<file path="src/rtl/vv_cfg.svh">
// offsets, field positions, reset values and timing counts of the voice vlan classifier
`ifndef VV_CFG_SVH
`define VV_CFG_SVH

// ----------------------------------------------------------------
// register byte offsets
// ----------------------------------------------------------------
`define VV_OFF_CTRL      8'h00
`define VV_OFF_VID       8'h04
`define VV_OFF_AGE       8'h08
`define VV_OFF_PEN       8'h0c
`define VV_OFF_ACT       8'h10
`define VV_OFF_OIDX      8'h14
`define VV_OFF_ODAT      8'h18

// ----------------------------------------------------------------
// field positions
// ----------------------------------------------------------------
`define VV_CTRL_EN       0
`define VV_CTRL_RMK      1
`define VV_CTRL_PCP_LSB  4
`define VV_ODAT_VLD      24

// ----------------------------------------------------------------
// sizes, reset values and limits
// ----------------------------------------------------------------
`define VV_NPORT         8
`define VV_NOUI          8
`define VV_FIFO_DEPTH    16
`define VV_RST_PCP       3'h6
`define VV_VID_NONE      12'h000
`define VV_RST_AGE       17'h005a0
`define VV_AGE_MIN       17'h0001e
`define VV_AGE_MAX       17'h10000

// ----------------------------------------------------------------
// timing: one minute of aging at the core clock rate
// ----------------------------------------------------------------
`define VV_MIN_NS        64'd60000000000
`define VV_CLK_NS        64'd10

`endif

</file>
<file path="src/rtl/vv_pkg.sv">
// types shared by the voice vlan classifier modules
package vv_pkg;
   // descriptor handed downstream after classification
   typedef struct packed {
      logic [2:0]  port;
      logic [11:0] vid;
      logic [2:0]  pcp;
      logic        voice;
   } vv_out_t;
   // descriptor of an ingress frame
   typedef struct packed {
      logic [2:0]  port;
      logic [47:0] smac;
      logic [11:0] vid;
      logic [2:0]  pcp;
   } vv_in_t;
endpackage

</file>
<file path="src/rtl/vv_stream_if.sv">
// valid/ready stream carrier between the classifier and its fifo
`timescale 1ns/10ps
interface vv_stream_if #(parameter int W = 8);
   logic [W-1:0] data;   // payload
   logic         valid;  // payload present
   logic         ready;  // sink takes payload
   modport src (output data, output valid, input ready);
   modport snk (input data, input valid, output ready);
endinterface // vv_stream_if

</file>
<file path="src/rtl/vv_fifo.sv">
// flip-flop fifo with valid/ready on both sides
`timescale 1ns/10ps
module vv_fifo #(
   parameter int W     = 19,
   parameter int DEPTH = 16
) (
   // clock and reset
   input wire logic    i_mclk,
   input wire logic    i_rst_n,
   // filling and draining sides
   vv_stream_if.snk    s_in,
   vv_stream_if.src    s_out
);
   localparam int AW = $clog2(DEPTH);

   logic [W-1:0]  mem [DEPTH];  // storage flops
   logic [AW-1:0] wptr;         // write index
   logic [AW-1:0] rptr;         // read index
   logic [AW:0]   count;        // words held
   wire           push;         // word enters
   wire           pop;          // word leaves

   // ----------------------------------------------------------------
   // handshakes; full and empty come straight from the count
   // ----------------------------------------------------------------
   assign s_in.ready  = (count != (AW+1)'(DEPTH));
   assign s_out.valid = (count != '0);
   assign s_out.data  = mem[rptr];
   assign push        = s_in.valid & s_in.ready;
   assign pop         = s_out.valid & s_out.ready;

   // pointers and count
   always_ff @(posedge i_mclk) begin
      if (!i_rst_n) begin
         wptr  <= '0;
         rptr  <= '0;
         count <= '0;
      end else begin
         if (push) wptr <= wptr + 1'b1;
         if (pop) rptr <= rptr + 1'b1;
         count <= count + (AW+1)'(push) - (AW+1)'(pop);
      end
   end

   // storage is not reset; only valid words are ever read
   always_ff @(posedge i_mclk) begin
      if (push) mem[wptr] <= s_in.data;
   end
endmodule // vv_fifo

</file>
<file path="src/rtl/vv_classifier.sv">
// voice vlan classifier: oui match, vlan steering, 802.1p remark, per-port aging
//
// Function
// - classify each frame by its source mac
// - oui table hit means voice, voice vlan
// - global enable gates classification, default off
// - voice vid only 1 to 4095, none first
// - port leaves after aging time, default 1440
// - optional remark of voice priority, default 6
// - voice frames leave at voice priority when remark is on, else at their own priority
// - membership follows source mac, not port
// - per-port participation enable, default off
// - 24-bit oui against top mac bytes
//
// The APB interface to the registers and the address map were chosen for this implementation.
`timescale 1ns/10ps
`include "vv_cfg.svh"
module vv_classifier import vv_pkg::*; #(
   parameter logic [32:0] CYC_PER_MIN = 33'(`VV_MIN_NS / `VV_CLK_NS)
) (
   // clock and reset
   input  wire logic        i_mclk,
   input  wire logic        i_rst_n,
   // apb slave
   input  wire logic        i_psel,
   input  wire logic        i_penable,
   input  wire logic        i_pwrite,
   input  wire logic [7:0]  i_paddr,
   input  wire logic [31:0] i_pwdata,
   output logic [31:0]      o_prdata,
   output logic             o_pready,
   output logic             o_pslverr,
   // ingress frame descriptors
   input  wire logic        i_in_valid,
   input  wire logic [2:0]  i_in_port,
   input  wire logic [47:0] i_in_smac,
   input  wire logic [11:0] i_in_vid,
   input  wire logic [2:0]  i_in_pcp,
   output logic             o_in_ready,
   // classified descriptors
   output logic             o_out_valid,
   output logic [2:0]       o_out_port,
   output logic [11:0]      o_out_vid,
   output logic [2:0]       o_out_pcp,
   output logic             o_out_voice,
   input  wire logic        i_out_ready,
   // per-port voice vlan membership
   output logic [7:0]       o_voice_active
);
   localparam int NP = `VV_NPORT;
   localparam int NO = `VV_NOUI;
   localparam int OW = $bits(vv_out_t);

   // ----------------------------------------------------------------
   // configuration and state
   // ----------------------------------------------------------------
   logic          vv_en;             // global enable
   logic          rmk_en;            // 802.1p remark enable
   logic [2:0]    rmk_pcp;           // remark value
   logic [11:0]   voice_vid;         // zero means none set
   logic [16:0]   age_min;           // aging time in minutes
   logic [NP-1:0] port_en;           // per-port participation
   logic [2:0]    oui_idx;           // table entry under edit
   logic [23:0]   oui_tab [NO];      // vendor prefixes
   logic [NO-1:0] oui_vld;           // entry in use
   logic [16:0]   age_cnt [NP];      // minutes of silence per port
   logic [32:0]   presc;             // cycles into current minute
   logic          min_tick;          // one-cycle pulse per minute
   logic          in_vld;            // input stage holds a frame
   vv_in_t        in_d;              // input stage frame

   // ----------------------------------------------------------------
   // apb decode
   // ----------------------------------------------------------------
   wire        acc_ph   = i_psel & i_penable;
   wire        rsp_now  = acc_ph & ~o_pready;        // answer computed here
   wire        wr_fire  = acc_ph & o_pready & i_pwrite & ~o_pslverr;
   wire [11:0] wr_vid   = i_pwdata[11:0];
   wire [16:0] wr_age   = i_pwdata[16:0];
   wire        hit_ctrl = (i_paddr == `VV_OFF_CTRL);
   wire        hit_vid  = (i_paddr == `VV_OFF_VID);
   wire        hit_age  = (i_paddr == `VV_OFF_AGE);
   wire        hit_pen  = (i_paddr == `VV_OFF_PEN);
   wire        hit_act  = (i_paddr == `VV_OFF_ACT);
   wire        hit_oidx = (i_paddr == `VV_OFF_OIDX);
   wire        hit_odat = (i_paddr == `VV_OFF_ODAT);
   wire        mapped   = hit_ctrl | hit_vid | hit_age | hit_pen | hit_act
                          | hit_oidx | hit_odat;
   // out-of-range values are refused rather than clipped
   wire        bad_vid  = hit_vid & ((wr_vid == `VV_VID_NONE) | (|i_pwdata[31:12]));
   wire        bad_age  = hit_age & ((wr_age < `VV_AGE_MIN)
                          | (i_pwdata[31:0] > 32'(`VV_AGE_MAX)));
   wire        wr_err   = i_pwrite & (bad_vid | bad_age | hit_act);
   wire        acc_err  = ~mapped | wr_err;
   wire [31:0] rd_mux   =
      hit_ctrl ? {25'h0, rmk_pcp, 2'h0, rmk_en, vv_en} :
      hit_vid  ? {20'h0, voice_vid} :
      hit_age  ? {15'h0, age_min} :
      hit_pen  ? {24'h0, port_en} :
      hit_act  ? {24'h0, o_voice_active} :
      hit_oidx ? {29'h0, oui_idx} :
      hit_odat ? {7'h0, oui_vld[oui_idx], oui_tab[oui_idx]} : 32'h0;

   // answer one cycle into the access phase
   always_ff @(posedge i_mclk) begin
      if (!i_rst_n) begin
         o_pready  <= 1'b0;
         o_pslverr <= 1'b0;
         o_prdata  <= 32'h0;
      end else begin
         o_pready  <= rsp_now;
         o_pslverr <= rsp_now & acc_err;
         if (rsp_now) o_prdata <= i_pwrite ? 32'h0 : rd_mux;
      end
   end

   // register writes take effect at the completing edge only
   always_ff @(posedge i_mclk) begin
      if (!i_rst_n) begin
         vv_en     <= 1'b0;
         rmk_en    <= 1'b0;
         rmk_pcp   <= `VV_RST_PCP;
         voice_vid <= `VV_VID_NONE;
         age_min   <= `VV_RST_AGE;
         port_en   <= '0;
         oui_idx   <= 3'h0;
         oui_vld   <= '0;
      end else if (wr_fire) begin
         if (hit_ctrl) begin
            vv_en   <= i_pwdata[`VV_CTRL_EN];
            rmk_en  <= i_pwdata[`VV_CTRL_RMK];
            rmk_pcp <= i_pwdata[`VV_CTRL_PCP_LSB +: 3];
         end
         if (hit_vid) voice_vid <= wr_vid;
         if (hit_age) age_min <= wr_age;
         if (hit_pen) port_en <= i_pwdata[NP-1:0];
         if (hit_oidx) oui_idx <= i_pwdata[2:0];
         if (hit_odat) oui_vld[oui_idx] <= i_pwdata[`VV_ODAT_VLD];
      end
   end

   // prefix storage has no reset; the valid bits guard it
   always_ff @(posedge i_mclk) begin
      if (wr_fire & hit_odat) oui_tab[oui_idx] <= i_pwdata[23:0];
   end

   // ----------------------------------------------------------------
   // input stage; one frame held, ready drops while it waits
   // ----------------------------------------------------------------
   vv_stream_if #(.W(OW)) fifo_wr ();
   vv_stream_if #(.W(OW)) fifo_rd ();

   wire take       = i_in_valid & o_in_ready;
   wire push       = in_vld & fifo_wr.ready;
   wire next_in_vld = take | (in_vld & ~push);

   always_ff @(posedge i_mclk) begin
      if (!i_rst_n) begin
         in_vld     <= 1'b0;
         o_in_ready <= 1'b0;
      end else begin
         in_vld     <= next_in_vld;
         o_in_ready <= ~next_in_vld;   // costs half rate, keeps ready a flop
      end
   end

   always_ff @(posedge i_mclk) begin
      if (take) in_d <= '{port: i_in_port, smac: i_in_smac,
                          vid: i_in_vid, pcp: i_in_pcp};
   end

   // ----------------------------------------------------------------
   // classification of the held frame
   // ----------------------------------------------------------------
   logic [NO-1:0] oui_hit_vec;
   genvar gi;
   generate
      for (gi = 0; gi < NO; gi++) begin : g_oui
         // only the vendor prefix of the sender is compared
         assign oui_hit_vec[gi] = oui_vld[gi]
                                  & (oui_tab[gi] == in_d.smac[47:24]);
      end
   endgenerate

   wire     oui_hit   = |oui_hit_vec;
   // any enabled port qualifies, so a moved phone is caught again
   wire     is_voice  = vv_en & (voice_vid != `VV_VID_NONE)
                        & port_en[in_d.port] & oui_hit;
   wire     push_voice = push & is_voice;
   vv_out_t cls;

   assign cls.port  = in_d.port;
   assign cls.vid   = is_voice ? voice_vid : in_d.vid;
   assign cls.pcp   = (is_voice & rmk_en) ? rmk_pcp : in_d.pcp;
   assign cls.voice = is_voice;
   assign fifo_wr.data  = cls;
   assign fifo_wr.valid = in_vld;

   vv_fifo #(.W(OW), .DEPTH(`VV_FIFO_DEPTH)) u_fifo (
      .i_mclk  (i_mclk),
      .i_rst_n (i_rst_n),
      .s_in    (fifo_wr),
      .s_out   (fifo_rd)
   );

   // ----------------------------------------------------------------
   // output stage; stalls of the consumer back up into the fifo
   // ----------------------------------------------------------------
   wire     out_load = fifo_rd.valid & (~o_out_valid | i_out_ready);
   vv_out_t rd_d;
   assign rd_d          = fifo_rd.data;
   assign fifo_rd.ready = ~o_out_valid | i_out_ready;

   always_ff @(posedge i_mclk) begin
      if (!i_rst_n) begin
         o_out_valid <= 1'b0;
         o_out_port  <= 3'h0;
         o_out_vid   <= 12'h000;
         o_out_pcp   <= 3'h0;
         o_out_voice <= 1'b0;
      end else if (out_load) begin
         o_out_valid <= 1'b1;
         o_out_port  <= rd_d.port;
         o_out_vid   <= rd_d.vid;
         o_out_pcp   <= rd_d.pcp;
         o_out_voice <= rd_d.voice;
      end else if (i_out_ready) begin
         o_out_valid <= 1'b0;
      end
   end

   // ----------------------------------------------------------------
   // aging: minute prescaler and per-port silence counters
   // ----------------------------------------------------------------
   always_ff @(posedge i_mclk) begin
      if (!i_rst_n) begin
         presc    <= '0;
         min_tick <= 1'b0;
      end else begin
         min_tick <= (presc == CYC_PER_MIN - 33'h1);
         presc    <= (presc == CYC_PER_MIN - 33'h1) ? '0 : presc + 33'h1;
      end
   end

   generate
      for (gi = 0; gi < NP; gi++) begin : g_age
         wire hit_here = push_voice & (in_d.port == 3'(gi));
         wire expire   = min_tick & ((age_cnt[gi] + 17'h1) >= age_min);
         // a fresh voice frame wins over an expiry in the same cycle
         always_ff @(posedge i_mclk) begin
            if (!i_rst_n) begin
               o_voice_active[gi] <= 1'b0;
               age_cnt[gi]        <= '0;
            end else if (!vv_en | !port_en[gi]) begin
               o_voice_active[gi] <= 1'b0;
               age_cnt[gi]        <= '0;
            end else if (hit_here) begin
               o_voice_active[gi] <= 1'b1;
               age_cnt[gi]        <= '0;
            end else if (o_voice_active[gi] & min_tick) begin
               o_voice_active[gi] <= ~expire;
               age_cnt[gi]        <= expire ? '0 : age_cnt[gi] + 17'h1;
            end
         end
      end
   endgenerate

   // ----------------------------------------------------------------
   // assertions
   // ----------------------------------------------------------------
   wire [2:0]  pv_port = in_d.port;
   wire [16:0] pv_cnt  = age_cnt[pv_port];
endmodule // vv_classifier

</file>
<file path="config.mk">
export PLATFORM = sky130hd
export DESIGN_NAME = vv_classifier
export DESIGN_NICKNAME = d
export VERILOG_FILES = /design/src/rtl/vv_pkg.sv /design/src/rtl/vv_stream_if.sv /design/src/rtl/vv_fifo.sv /design/src/rtl/vv_classifier.sv
export VERILOG_INCLUDE_DIRS = /design/src /design/src/rtl
export SDC_FILE = /design/constraint.sdc
export NUM_CORES = 2
export LEC_CHECK = 0
export ABC_AREA = 1
export BUFFER_PORTS_ARGS = -buffer_cell sky130_fd_sc_hd__buf_2
export CORE_MARGIN = 10
export CORE_UTILIZATION = 50
export CTS_CLUSTER_SIZE = 20
export DETAILED_ROUTE_END_ITERATION = 8
export PLACE_DENSITY_LB_ADDON = 0.12
export SETUP_SLACK_MARGIN = 0.05
export SYNTH_ARGS = -nofsm -noshare
export SYNTH_HDL_FRONTEND = slang
export SYNTH_SLANG_ARGS = --single-unit
</file>
<file path="constraint.sdc">
create_clock -name i_mclk -period 7.4 [get_ports i_mclk]
set_input_delay 0.37 -clock i_mclk [delete_from_list [all_inputs] [get_ports i_mclk]]
set_output_delay 0.37 -clock i_mclk [all_outputs]
set_load 0.01 [all_outputs]
</file>
# == Yosys cells after proc, flatten, opt, wreduce, memory -nomap -nowiden ==
# Memory sizes are Yosys's and may differ from the RTL's. A register that Yosys moved wholly into a read port is not among the register bits.
# Cells that the tools add are included.
# totals
input_bits,113
reg_bits,211
word_cells,406
mem_count,3
ram_bits,632
# classes
n_reduce_logical,42
n_lt_le_gt_ge,13
n_addsub,13
eq_ne,23
mux,170
bitwise_logic,111
# memory_table
memory,words,word_bits,read_ports,rd_clocked_by_memory_dff,write_ports,line_no,rtl
u_fifo.mem,16,19,1,1,1,vv_fifo.sv:16,logic [W-1:0] mem [DEPTH];
oui_tab,8,24,9,1,1,vv_classifier.sv:64,logic [23:0] oui_tab [NO];
age_cnt,8,17,8,0,8,vv_classifier.sv:66,logic [16:0] age_cnt [NP];
# ops
op,count
2-to-1 mux 17 bit,32
2-to-1 mux 25 bit,8
equality test 24 bit,8
adder 17 x 1 -> 17 bit (second input constant),8
>= comparator 17 bit,8
2-to-1 mux 1 bit,122
AND 1 bit,51
bitwise OR 1 bit,45
adder 33 x 1 -> 33 bit (second input constant),1
equality test 33 bit (second input constant),1
> comparator 32 x 17 -> 1 bit (second input constant),1
equality test 8 x 5 -> 1 bit (second input constant),3
OR reduction 20 bit,1
nonzero test 2 bit,9
OR reduction 2 bit,9
< comparator 17 x 5 -> 1 bit (second input constant),1
equality test 8 x 4 -> 1 bit (second input constant),2
NOT 1 bit,15
equality test 3 bit (second input constant),4
logical NOT 12 bit,1
2-to-1 mux 12 bit,1
AND reduction 2 bit,6
nonzero test 12 bit,1
logical NOT 1 bit,10
other kinds (18),24

# == Logic depth before layout (Yosys ltp) ==
# An unclocked memory read counts as a cell.
# depth
ltp_word,13
depth_mapped,23
ltp_nobuf,22

# == Cells and area by module ==
# A second synthesis with hierarchy kept.
# hier_totals
hier_cells,4971
hier_area_um2,43420.4
# modules_own_cells
mod,seq_area_each_um2,cells_each,area_each_um2,instances
vv_classifier,14053.5,3611,29482.0,1
vv_fifo,9469.1,1360,13938.4,1

# == Worst setup path before layout ==
# No wires, ideal clock.
# synth_path
kind,flip-flop to flip-flop
from,"mem age_cnt[4][0], in the netlist age_cnt[1][0]"
to,"mem age_cnt[4][8], in the netlist age_cnt[1][8] (data pin)"
setup_slack_ns,3.865
setup_ns,0.135
arrival_time_ns,3.400
path_buffers,1
stages_incl_launch_ff,21
required_time_ns,7.265
period_less_slack_ns,3.535
cell_sequence,edfxtp_1 > ha_1 > nand2_1 > nor2_1 > nand4_1 > or2_1 > nor2_1 > nand2_1 > nor2_1 > and3_1 > xor2_1 > inv_1 > ha_1 > a21oi_1 > a21boi_0 > o21ai_0 > a21o_1 > nor3_1 > nand3_4 > buf_12 > nor2_4
# synth_rtl
element,line_no
from (decl),vv_classifier.sv:66

==> out/qor.yml <==
outcome:
  status: "complete, no violations"
clocking:
  clk_latency_ps: 660
  cts_root_buf: "clkbuf_16"
  cts_buffers: 91
  cts.path.max_buffers: 3
  cts_resized: 0
  htreeDepth: 3
  clk_pin_slew_ps: 60
  cts_tree: "done"
  clock-sinks: 834
drt:
  first_pass_iters: 6
  vias_per_cell: 5.63
  drc: 0
  wl_per_cell_um: 21.8
  wl_um: 126000
  drt_iter0_drc: 3427
  vias: 32677
  ant_nets: 0
synth:
  synthCells: 4458
  postSynthAreaPerCell_um2: 9.40
  synth_area_um2: 41900
  synth-async-reset-ratio_pct: 0
  synth-main-ff-cell: "edfxtp_1"
  ys_ff_latch: 834
  ys_seq_area_share_pct: 56.0
  yosys_warnings: 0
  synth_edf_count: 674
  ys_types: 62
floorplan:
  row_count: 106
  ios: 176
  die_w_um: 309
  start_util_pct: 50.3
  die_y_um: 309
  core_um2: 83300
  die_area_um2: 95800
setup_path:
  worstPathMaxFanout: 17
  end_kind: "flip-flop"
  cp.arrival_ps: 4610
  worstSetupStartpointType: "flip-flop"
  crit_required_ps: 7900
  crit_type: "reg2reg"
  r2r_setup_slack_ps: 3280
timing:
  grt_setup_unrepaired: "no"
  period_needed_ps: 4120
  slew-limit-headroom_pct: 12.4
  hold_viol: 0
  setup_violations: 0
  setup_ws_ps: 3280
  tightest_slew_ps: 1310
  fin_crit_sh_pct: 55.6
  fin_setup_tns_ps: 0
  fmax_ghz: 0.243
  skew_ps: 18.1
  slew_violations: 0
global_route:
  grt_max_degree: 95
  grt_pass1_vias: 30558
  antenna_found_initial: 11
  grt_pass1_wl_um: 188000
  grt.total_usage_pct: 26.0
  grt-ovfl-total: 0
power_and_ir_drop:
  finalPower_mw: 11.1
  clockPowerShare_pct: 40.5
  p_int_mw: 8.17
  combPwrFrac_pct: 12.5
  netSwitchingPower_mw: 2.97
  peakVddDrop_v: 0.000257
  pwr_density_cell_nw_per_um2: 236
  p_leak_nw: 18.7
  swShare_pct: 26.7
  p_seq_share_pct: 47.0
layout:
  drive_gt1_share_pct: 9.46
  fin_nets: 4907
  final_area_um2: 47100
  syn_to_final_growth_pct: 12.5
run:
  maxCapViolCount: 0
placement:
  hpwl_um: 85400
  place.port_buffers: 144
  dp_worst_setup_slack_ps: 3290
  place_area_um2: 43700
  gp_congestion: 0.961
hold_path:
  hold_class: "in2reg"
==> metrics by stage <==
stage | std cells | hold WS (ps) | utilization, %
2_1_floorplan | 4464 | 413 | -
3_3_place_gp | 5580 | 427 | 52.5
3_5_place_dp | 5580 | 441 | 52.5
4_1_cts | 5794 | 18.5 | 56.6
5_1_grt | 5795 | 38.4 | 56.6
6_report | 5801 | 40.9 | 56.6
==> cell families (layout without fill, tap and decap cells) <==
family          count (synthesis)  in the layout  synth area share, %
compound gates                855            855                 11.7
xor+xnor                      147            147                 3.07
fa+ha+maj                     157            157                 4.71
buf+inv                       748            998                 7.06
flops                         834            834                 56.0
other cells                     1             14              0.00895
simple gates                 1716           1716                 17.5
==> power by group through the flow <==
stage	Clock, mW	Combinational [mW]	Sequential (mW)
final	4.51	1.40	5.24
after global routing	4.75	1.55	5.25
after CTS	4.56	1.40	5.24
after detailed placement	0	1.37	5.33
after global placement	0	1.35	5.33
after floorplan	0	0.875	5.32
==> final cells by class <==
class	instances	area, µm²
inverters	581	2180
fillers	7412	36200
multi-input cells	2882	15600
clock buffers	138	2610
clock inverters	32	339
flip-flops and latches	834	23500
well taps	1080	1350
diodes	7	17.5
repair buffers	247	1600
==> cells in the final DEF (no fill, tap or decap), drive strengths merged, types with 7 or more instances in the layout <==
master,synthesis,final
nand2,715,715
edfxtp,674,674
nor2,623,623
inv,574,577
o21ai,402,402
a21oi,224,224
buf,47,203
nand3,174,174
dfxtp,160,160
ha,156,156
clkbuf,120,138
xor2,92,92
nor3,90,90
o211ai,85,85
nand4,62,62
o221ai,56,56
xnor2,55,55
dlygate4sd3,0,44
clkinv,7,28
o22ai,25,25
nor4,20,20
a211oi,18,18
a21boi,11,11
or2,9,9
and3,8,8
nor3b,8,8
diode,0,7
conb,1,7
==> critical path, stage by stage (launching register included) <==
cell and delay [ps]:
edfxtp_1 390, ha_1 200, nand2_1 60, nor2_1 190, nand4_1 160, or2_1 270
nor2_1 100, nand2_1 70, nor2_1 180, and3_1 200, xor2_1 280, inv_1 80
ha_1 290, a21oi_1 140, a21boi_0 180, o21ai_0 90, a21o_1 180, nor3_1 270
nand3_4 400, nor2_1 190
==> state kept, by name (all words and copies together), names as in the netlist, 4 cells and up, named ones only <==
signal,flops
u_fifo.wptr,4
port_en,8
in_d,39
voice_vid,12
u_fifo.rptr,4
u_fifo.count,5
o_out_vid,12
o_prdata,25
age_min,17
oui_vld,8
presc,33
age_cnt,136
o_voice_active,8
u_fifo.mem,304
oui_tab,192
==> cells in the mapped netlist, drive strengths merged, types with 2 or more instances <==
library cell    n  share of area (%)
nand3b          3              0.054
xnor2          55                1.1
nand2         715                6.4
o31ai           2              0.036
a211oi         18               0.32
o221ai         56                1.2
nor3           90                1.1
a21oi         224                2.7
o21ai         402                4.8
o2111ai         6               0.13
or2             9               0.13
nor4           20               0.31
a21o            4              0.072
a31o            3              0.063
nand3         174                2.2
o21a            3              0.054
edfxtp        674                 48
o22ai          25               0.37
and3            8               0.12
a22oi           3              0.054
buf            47               0.78
dfxtp         160                7.6
xor2           92                1.9
ha            156                4.7
inv           574                5.1
o211ai         85                1.5
o21bai          6               0.11
nand4          62               0.99
nor4b           2              0.042
a21boi         11               0.20
a31oi           2              0.030
nor2          623                5.8
nor3b           8               0.14
clkinv          7              0.063
clkbuf        120                1.1
==> final timing paths <==
| kind | startpoint | to | depth (start not counted) |
|---|---|---|---|
| worst min register to register | presc[0]$_SDFF_PP0_ | presc[0]$_SDFF_PP0_ | 1 |
| worst max register to register | age_cnt[1][0]$_SDFFCE_PP0P_ | age_cnt[1][2]$_SDFFCE_PP0P_ | 19 |
| worst max-delay path | age_cnt[1][0]$_SDFFCE_PP0P_ | age_cnt[1][2]$_SDFFCE_PP0P_ | 19 |
| worst min-delay path | i_out_ready | o_out_valid$_SDFFE_PN0P_ | 4 |
==> what timing repair did <==
| action | in CTS | in global routing |
|---|---|---|
| hold buffers | 44 | 0 |
| setup buffers | 0 | 0 |
| hold endpoints to repair | 58 | 0 |
==> routing by layer <==
metal	wire [µm]	vias to the layer above	GRT usage, %
li1	-	15592	-
met5	14	-	0
met4	4300	4	8.77
met2	56800	1441	41.1
met3	11800	240	4.65
met1	53300	15400	35.8
(Power assumes the default switching activity.)
